**src/mrc_defs.vh**
```
/*
  constants for the mode and ring control register pair: offsets,
  field positions, reset values and pipeline timing.
  assumes inclusion by bare name from the design files.
*/
`ifndef MRC_DEFS_VH
`define MRC_DEFS_VH

// ****************************************
// register addresses on data page 0
// ****************************************
`define MRC_ADDR_W 7
`define MRC_RING_CTRL_ADDR 7'h1e
`define MRC_MODE_ADDR 7'h07

// ****************************************
// ring control fields
// ****************************************
`define MRC_R2_EN_BIT 7
`define MRC_R2_SEL_HI 6
`define MRC_R2_SEL_LO 4
`define MRC_R1_EN_BIT 3
`define MRC_R1_SEL_HI 2
`define MRC_R1_SEL_LO 0
`define MRC_RING_RESV_HI 15
`define MRC_RING_RESV_LO 8

// ****************************************
// mode register fields
// ****************************************
`define MRC_VPAGE_HI 15
`define MRC_VPAGE_LO 11
`define MRC_MODE_ZERO_HI 10
`define MRC_MODE_ZERO_LO 8
`define MRC_ADDRESS_VISIBILITY_BIT 7

// ****************************************
// reset values and timing
// ****************************************
`define MRC_RING_RESET 16'h0000
`define MRC_MODE_RESET 16'h0000
`define MRC_HOLD_SLOTS 2

`endif

```
**src/mrc_shadow.v**
```verilog
/*
  one-entry shadow store for the mode register bits kept by this block.
  assumes save and restore come from the trap and return logic in the
  core, never both in one cycle; save wins if they do.
*/
`timescale 1ns/100ps
`default_nettype none

module mrc_shadow #(
  parameter WIDTH = 6
) (
  input wire clk,
  input wire rst_n,
  input wire save,
  input wire [WIDTH-1:0] save_data,
  output reg [WIDTH-1:0] held_data
);

  // ****************************************
  // storage
  // ****************************************
  always @(posedge clk or negedge rst_n)
  begin
    if (!rst_n)
      held_data <= {WIDTH{1'b0}};
    else if (save)
      held_data <= save_data;
  end

endmodule

`default_nettype wire

```
**src/mrc_ctrl_regs.v**
```verilog
/*
  ring buffer control and processor mode registers of the cpu core,
  mapped in data page 0, written by the math and logic units in execute,
  with interrupt shadow of the mode register and address visibility.
  assumes one clock, all inputs synchronous, one write per cycle.
*/
`timescale 1ns/100ps
`default_nettype none
`include "mrc_defs.vh"

module mrc_ctrl_regs #(
  parameter PA_W = 16
) (
  input wire CORE_CLK,
  input wire NRST,
  input wire [`MRC_ADDR_W-1:0] EXE_ADDR,
  input wire EXE_WR,
  input wire EXE_RD,
  input wire [15:0] EXE_WDATA,
  input wire PIPE_ADV,
  input wire TRAP_TAKEN,
  input wire INT_RET,
  input wire [PA_W-1:0] PROG_ADDR,
  input wire PROG_ADDR_EXT,
  output reg [15:0] EXE_RDATA,
  output reg RING1_ENABLE,
  output reg [2:0] RING1_POINTER_SELECT,
  output reg RING2_ENABLE,
  output reg [2:0] RING2_POINTER_SELECT,
  output reg [4:0] VECTOR_PAGE_SELECT,
  output reg ADDRESS_VISIBILITY,
  output reg [PA_W-1:0] EXT_ADDR
);

  localparam S_IDLE = 2'd0;
  localparam S_HOLD = 2'd1;

  // ****************************************
  // architectural state
  // ****************************************
  reg [7:0] ring_reg;
  reg [7:0] ring_next;
  reg [4:0] vpage_reg;
  reg [4:0] vpage_next;
  reg address_visibility_reg;
  reg address_visibility_next;
  reg [1:0] state_reg;
  reg [1:0] hold_cnt_reg;
  wire [5:0] shadow_q;
  wire wr_ring;
  wire wr_mode;

  function hit;
    input [`MRC_ADDR_W-1:0] a;
    input [`MRC_ADDR_W-1:0] b;
    begin
      hit = (a == b);
    end
  endfunction

  assign wr_ring = EXE_WR & hit(EXE_ADDR, `MRC_RING_CTRL_ADDR);
  assign wr_mode = EXE_WR & hit(EXE_ADDR, `MRC_MODE_ADDR);

  // ****************************************
  // shadow of the mode bits
  // ****************************************
  mrc_shadow #(
    .WIDTH(6)
  ) u_shadow (
    .clk(CORE_CLK),
    .rst_n(NRST),
    .save(TRAP_TAKEN),
    .save_data({vpage_reg, address_visibility_reg}),
    .held_data(shadow_q)
  );

  // ****************************************
  // next values
  // ****************************************
  always @*
  begin
    ring_next = ring_reg;
    vpage_next = vpage_reg;
    address_visibility_next = address_visibility_reg;
    if (wr_ring)
      ring_next = EXE_WDATA[7:0];
    if (TRAP_TAKEN)
    begin
      vpage_next = vpage_reg;
      address_visibility_next = address_visibility_reg;
    end
    else if (INT_RET)
    begin
      vpage_next = shadow_q[5:1];
      address_visibility_next = shadow_q[0];
    end
    else if (wr_mode)
    begin
      vpage_next = EXE_WDATA[`MRC_VPAGE_HI:`MRC_VPAGE_LO];
      address_visibility_next = EXE_WDATA[`MRC_ADDRESS_VISIBILITY_BIT];
    end
  end

  // ****************************************
  // registers; pointer fields reset too, harmless
  // ****************************************
  always @(posedge CORE_CLK or negedge NRST)
  begin
    if (!NRST)
    begin
      ring_reg <= 8'h00;
      vpage_reg <= 5'h00;
      address_visibility_reg <= 1'b0;
    end
    else
    begin
      ring_reg <= ring_next;
      vpage_reg <= vpage_next;
      address_visibility_reg <= address_visibility_next;
    end
  end

  // ****************************************
  // two-slot delay before outputs follow
  // ****************************************
  // config outputs lag so the next two issued slots keep old setting
  always @(posedge CORE_CLK or negedge NRST)
  begin
    if (!NRST)
    begin
      state_reg <= S_IDLE;
      hold_cnt_reg <= 2'h0;
      RING1_ENABLE <= 1'b0;
      RING1_POINTER_SELECT <= 3'h0;
      RING2_ENABLE <= 1'b0;
      RING2_POINTER_SELECT <= 3'h0;
      VECTOR_PAGE_SELECT <= 5'h00;
      ADDRESS_VISIBILITY <= 1'b0;
    end
    else
    begin
      case (state_reg)
        S_IDLE:
        begin
          if (wr_ring | wr_mode | INT_RET)
          begin
            state_reg <= S_HOLD;
            hold_cnt_reg <= 2'h0;
          end
        end
        S_HOLD:
        begin
          if (wr_ring | wr_mode | INT_RET)
            hold_cnt_reg <= 2'h0;
          else if (PIPE_ADV)
          begin
            if (hold_cnt_reg == `MRC_HOLD_SLOTS - 1)
            begin
              state_reg <= S_IDLE;
              RING1_ENABLE <= ring_reg[`MRC_R1_EN_BIT];
              RING1_POINTER_SELECT <=
                ring_reg[`MRC_R1_SEL_HI:`MRC_R1_SEL_LO];
              RING2_ENABLE <= ring_reg[`MRC_R2_EN_BIT];
              RING2_POINTER_SELECT <=
                ring_reg[`MRC_R2_SEL_HI:`MRC_R2_SEL_LO];
              VECTOR_PAGE_SELECT <= vpage_reg;
              ADDRESS_VISIBILITY <= address_visibility_reg;
            end
            else
              hold_cnt_reg <= hold_cnt_reg + 2'h1;
          end
        end
        default:
          state_reg <= S_IDLE;
      endcase
    end
  end

  // ****************************************
  // read path
  // ****************************************
  always @(posedge CORE_CLK or negedge NRST)
  begin
    if (!NRST)
      EXE_RDATA <= 16'h0000;
    else if (EXE_RD && hit(EXE_ADDR, `MRC_RING_CTRL_ADDR))
      EXE_RDATA <= {8'h00, ring_reg};
    else if (EXE_RD && hit(EXE_ADDR, `MRC_MODE_ADDR))
      EXE_RDATA <= {vpage_reg, 3'h0, address_visibility_reg, 7'h00};
    else
      EXE_RDATA <= 16'h0000;
  end

  // ****************************************
  // external address pins
  // ****************************************
  // low-order mode bits live elsewhere, so they read back as 0 here
  always @(posedge CORE_CLK or negedge NRST)
  begin
    if (!NRST)
      EXT_ADDR <= {PA_W{1'b0}};
    else if (!ADDRESS_VISIBILITY || PROG_ADDR_EXT)
      EXT_ADDR <= PROG_ADDR;
    // else hold last external address
  end

endmodule

`default_nettype wire

```
**config.mk**
```make
export PLATFORM = sky130hd
export DESIGN_NAME = mrc_ctrl_regs
export DESIGN_NICKNAME = d
export VERILOG_FILES = /design/src/mrc_shadow.v /design/src/mrc_ctrl_regs.v
export VERILOG_INCLUDE_DIRS = /design/src
export SDC_FILE = /design/constraint.sdc
export NUM_CORES = 1
export LEC_CHECK = 0
export BUFFER_PORTS_ARGS = -buffer_cell sky130_fd_sc_hd__buf_4
export CAP_MARGIN = 20
export CORE_MARGIN = 10
export CORE_UTILIZATION = 49
export DETAILED_ROUTE_END_ITERATION = 8
export GPL_TIMING_DRIVEN = 1
export PLACE_DENSITY_LB_ADDON = 0.2
export SLEW_MARGIN = 30
export SYNTH_ARGS = -nofsm -noshare
export SYNTH_HDL_FRONTEND = slang
export SYNTH_SLANG_ARGS = --single-unit
```
**constraint.sdc**
```tcl
create_clock -name CORE_CLK -period 2 [get_ports CORE_CLK]
set_clock_uncertainty 0.2 [all_clocks]
set_input_delay 0.2 -clock CORE_CLK [delete_from_list [all_inputs] [get_ports CORE_CLK]]
set_output_delay 0.2 -clock CORE_CLK [all_outputs]
set_load 0.02 [all_outputs]
```
# Word-level counts from Yosys, hierarchy flattened
# Index checks and enable logic that the tools add are counted.
# word_totals
regBits	70
out_inout_bits	46
elab_cells	58
# classes
n_addsub	1
n_eq_ne	10
mux	16
bitwise	6
n_reduce_logical	11
# op_table
op	n
16-bit 2-to-1 mux	2
2-bit 2-to-1 mux	8
4-bit AND reduction	3
5-bit 2-to-1 mux	2
2-bit != test (second input constant)	4
2-bit one-hot mux with 2 select lines	2
7-bit by 3-bit equality test with 1-bit output (second input constant)	1
7-bit by 5-bit equality test with 1-bit output (second input constant)	1
3-bit != test (second input constant)	2
2-bit by 1-bit equality test with 1-bit output (second input constant)	2
2-bit nonzero test	2
2-bit by 1-bit adder with 2-bit output (second input constant)	1
1-bit AND	2
1-bit logical AND	2
2-bit logical NOT	1
1-bit 2-to-1 mux	2
1-bit inverter	2
1-bit bitwise OR	2
2-bit AND reduction	1
1-bit logical NOT	1
1-bit logical OR	1

# Logic depth before layout (Yosys ltp)
# depth
ltp_word	6
mapped_depth	6
depth_no_buf	5

# Cells and area by module
# From an unflattened synthesis, not the netlist that was laid out.
# hier_totals
hier_cells	188
hier_area_um2	2703.8
# by_module_without_submodules
module	instances	cells_per_inst	area_each_um2
mrc_ctrl_regs	1	175	2452.4
mrc_shadow	1	13	251.5

# Worst setup path after synthesis
# No wires, ideal clock.
# synth_path
path_kind	register to register
start	register ADDRESS_VISIBILITY
end	register EXT_ADDR[0]
setup_ns	0.125
arrival_ns	1.510
path_slack_ns	0.165
path_stages_with_launch	5
n_path_buf	2
synth_period_minus_slack_ns	1.835
cell_sequence	dfrtp_1 nand2b_1 clkbuf_1 clkbuf_1 mux2_2
# synth_via
elab_chain_cells	2
# synth_lines
item	line	text
start: declaration	mrc_ctrl_regs.v:31	output reg ADDRESS_VISIBILITY,
start signal: assignment	mrc_ctrl_regs.v:167	ADDRESS_VISIBILITY <= address_visibility_reg;
1-bit logical NOT	mrc_ctrl_regs.v:202	else if (!ADDRESS_VISIBILITY || PROG_ADDR_EXT)
1-bit logical OR	mrc_ctrl_regs.v:202	
end signal: assignment	mrc_ctrl_regs.v:201	EXT_ADDR <= {PA_W{1'b0}};
end: declaration	mrc_ctrl_regs.v:32	output reg [PA_W-1:0] EXT_ADDR
# Every way passes these cells.
# A chain may end at the register's enable or synchronous reset.

# Worst setup path in the final report
# layout_path
start	register hold_cnt_reg[1]
end	register RING1_POINTER_SELECT[0]
# layout_via
elab_chain_cells	2
# layout_lines
item	line	text
start: declaration	mrc_ctrl_regs.v:48	reg [1:0] hold_cnt_reg;
start signal: assignment	mrc_ctrl_regs.v:170	hold_cnt_reg <= hold_cnt_reg + 2'h1;
2-bit by 1-bit equality test with 1-bit output	mrc_ctrl_regs.v:157	if (hold_cnt_reg == `MRC_HOLD_SLOTS - 1)
4-bit AND reduction (no source line)	n/a	
end signal: assignment	mrc_ctrl_regs.v:161	RING1_POINTER_SELECT <=
end: declaration	mrc_ctrl_regs.v:27	output reg [2:0] RING1_POINTER_SELECT,
# Every way passes these cells.

==> out/summary.md <==
* **Reg clk slew, reported paths** 60 ps
* **final count of hold timing violations** 0
* **endpoint of the worst-slack reg-to-reg timing path** RING1_POINTER_SELECT[0]$_DFFE_PN0P_
* **most frequent cells in the layout** 91 x buf_4, 66 x dfrtp_1, 34 x mux2_2
* **proportion of synthesized chip area in sequential cells** 61.8%
* **aggregate global-route resource usage** 15.6%
* **most frequent standard cell in the layout excluding fill and tap cells** buf_4
* **ratio of cells with drive above 1 in the final layout** 49.2%
* **mean instance size in the synthesized netlist** 14.2 µm²
* **core footprint** 5200 µm²
* **crit path launch type** flip-flop
* **clock insertion delay at the later pin of the skew report** 330 ps
* **number of iterations in the first detailed-routing pass** 4
* **number of placement rows** 26
* **leakage power** 1.89 nW
* **Achievable Freq** 522 MHz
* **count of clock tree sinks** 66
* **CTS tree** built
* **final-report max-slew violation count** 0
* **post-synth cell types** 29
* **effective utilization at floorplan** 51.4%
* **post-cts sizing count** 0
* **logic depth of the worst register-to-register path** 6
* **worst vdd rail ir drop** 0.000619 V
* **die footprint** 8810 µm²
* **number of vias in the routed layout** 1924
* **first-pass GRT wire length** 10800 µm
* **post-layout min period** 1920 ps
* **estimated wirelength of the detail-placed design** 4660 µm
* **run status** finished, final reports clean
* **pin count of the biggest net entering global routing** 41
* **horizontal extent of the die** 93.9 µm
* **Max stage delay cell, worst path** dfrtp_1
* **cell chain of the critical path** inv_1 -> ha_1 -> nand2_1 -> nor4b_4 -> buf_12 -> mux2_2
* **critical path class** flip-flop to flip-flop
* **drc violations** 0
* **number of antenna violations at the first check in global routing** 0
* **count of endpoints failing setup in the final report** 0
* **required time worst endpoint** 2010 ps
* **CP Capture Type** flip-flop
* **via/cell ratio** 4.95
* **sum of negative setup slack** 0 ps
* **Largest stage delay, worst path** 380 ps
* **post-layout net count** 363
* **Worst Hold Depth** 3
* **hold path start** EXE_WDATA[12]
* **maximum count of clock buffers along a single path** 2
* **post-synthesis register bit count** 66
* **post-route standard cell area excluding fillers** 3910 µm²
* **Root Buffer Master** clkbuf_8
* **WHS Endpoint** vpage_reg[1]$_DFFE_PN0P_
* **Placer Congestion** 0.768
* **maximum fanout encountered on the critical timing path** 12
* **number of max-cap violations** 0
* **via count of the first global-routing pass** 2080
* **grt ovf** 0
* **detailed-route wire length per cell** 17.0 µm
* **number of buffers inserted during clock tree synthesis** 9
* **ratio of final minimum period to clock period** 95.9%
* **post-synthesis cell area** 2670 µm²
* **cell family contributing the most delay on the critical path** simple AND/OR/NAND/NOR gates
* **Worst Path Arrival** 1930 ps
* **floorplan die height** 93.9 µm
* **startpoint of the lowest-slack register-to-register path** hold_cnt_reg[1]$_DFFE_PN0P_
* **pre-CTS setup slack** 0.00955 ps
* **number of buffers added on ports** 86
* **flip-flop count of the largest register after layout** 16
* **number of warnings issued by yosys** 0
* **unrepaired setup endpoints after global routing** false
* **number of top-level pins** 93
* **Placed Instance Area** 3430 µm²
* **worst min-delay path class** primary input to flip-flop
* **starting DRC count in detailed routing** 72
* **R2R setup slack** 80 ps
* **Post-Synthesis Cells** 188
* **remaining antenna violation count after routing** 0
* **Worst Slack Setup Final** 82.7 ps
* **critical path buffer and inverter count** 2
* **area delta synth->final** 46.1%
* **Antenna Cells** 0
* **pwr dens** 967 nW/µm²
* **DRT Wirelength** 6620 µm
* **total number of H-tree levels** 3
timing repair:
item | in CTS | in global routing
pin swaps | 1 | 1
buffers inserted | 1 | 0
setup endpoints to repair | 2 | 12
endpoints found under the hold margin | 100 | 0
cloned | 0 | 0
hold buffers | 30 | 0
through the flow:
stage,instances,util [%],hold WS [ps],total power (W)
6_report,389,75.0,15.9,0.00378
5_1_grt,389,75.0,72.8,0.00398
4_1_cts,389,75.0,2.49,0.00381
3_5_place_dp,343,65.9,-59.8,0.00279
3_3_place_gp,343,65.9,-60.3,0.00276
2_1_floorplan,190,-,-296,0.00232
where the power goes:
part           internal [W]  switching [W]
clock              0.000504       0.000458
sequential          0.00158       0.000169
combinational      0.000581       0.000487
total               0.00266        0.00111
area by class of cell:
cell class	count	area [µm²]
inverter	3	11.3
clock inverter	3	15.0
sequential	66	1650
fill	361	1300
multi-input combinational	112	962
clock buffer	12	155
timing repair buffer	123	1020
tap	70	87.6
how the worst max path moves through the flow:
stage | from | end | depth (start not counted)
2_1_floorplan | ADDRESS_VISIBILITY$_DFFE_PN0P_ | EXT_ADDR[0]$_DFFE_PN0P_ | 4
3_3_place_gp | EXE_ADDR[0] | RING1_POINTER_SELECT[0]$_DFFE_PN0P_ | 6
3_5_place_dp | hold_cnt_reg[1]$_DFFE_PN0P_ | RING1_POINTER_SELECT[0]$_DFFE_PN0P_ | 6
4_1_cts | hold_cnt_reg[1]$_DFFE_PN0P_ | RING1_POINTER_SELECT[0]$_DFFE_PN0P_ | 6
5_1_grt | hold_cnt_reg[1]$_DFFE_PN0P_ | RING1_POINTER_SELECT[0]$_DFFE_PN0P_ | 6
6_report | hold_cnt_reg[1]$_DFFE_PN0P_ | RING1_POINTER_SELECT[0]$_DFFE_PN0P_ | 6
Yosys cell counts:
library cell | count | area [µm²]
a2111oi_0 | 1 | 8.76
a211o_2 | 1 | 10.0
a211oi_4 | 1 | 20.0
a22oi_1 | 1 | 7.51
and2_1 | 12 | 75.1
and4bb_2 | 1 | 12.5
buf_1 | 1 | 3.75
buf_4 | 3 | 22.5
buf_8 | 1 | 15.0
clkbuf_1 | 4 | 15.0
conb_1 | 1 | 3.75
dfrtp_1 | 66 | 1650
ha_1 | 1 | 12.5
inv_1 | 3 | 11.3
mux2_2 | 34 | 383
mux2_4 | 10 | 150
nand2_1 | 5 | 18.8
nand2b_1 | 1 | 6.26
nand3_1 | 2 | 10.0
nand3b_1 | 1 | 7.51
nand4bb_1 | 1 | 11.3
nor2_1 | 6 | 22.5
nor3_1 | 20 | 100
nor3b_1 | 1 | 7.51
nor4b_4 | 1 | 23.8
o22ai_1 | 6 | 37.5
or2_2 | 1 | 6.26
or3b_4 | 1 | 11.3
xnor2_1 | 1 | 8.76
worst reg2reg max path: stages (launching register included):
cell and delay (ps):
dfrtp_1 380, inv_1 50, ha_1 160, nand2_1 110, nor4b_4 340, buf_12 210, mux2_2 350
routing by layer:
metal	vias to the layer above	share of wire, %	global-route usage (%)
met4	0	1.4	6.33
met5	-	0	0
met3	9	7.8	4.88
li1	914	-	-
met2	72	49	25.6
met1	929	42	18.6
kinds of logic (layout without fill, tap and decap cells):
| logic type | count (synthesis) | in the layout | share of synthesized area, % |
|---|---|---|---|
| adder cells (fa/ha/maj) | 1 | 1 | 0.468 |
| buffers and inverters | 12 | 141 | 2.53 |
| AO/OA/AOI/OAI | 10 | 10 | 3.14 |
| XOR/XNOR | 1 | 1 | 0.328 |
| flip-flops | 66 | 66 | 61.8 |
| multiplexers | 44 | 44 | 19.9 |
| AND/OR/NAND/NOR | 53 | 53 | 11.7 |
| other | 1 | 3 | 0.140 |
Power figures use the tool's default switching activity.
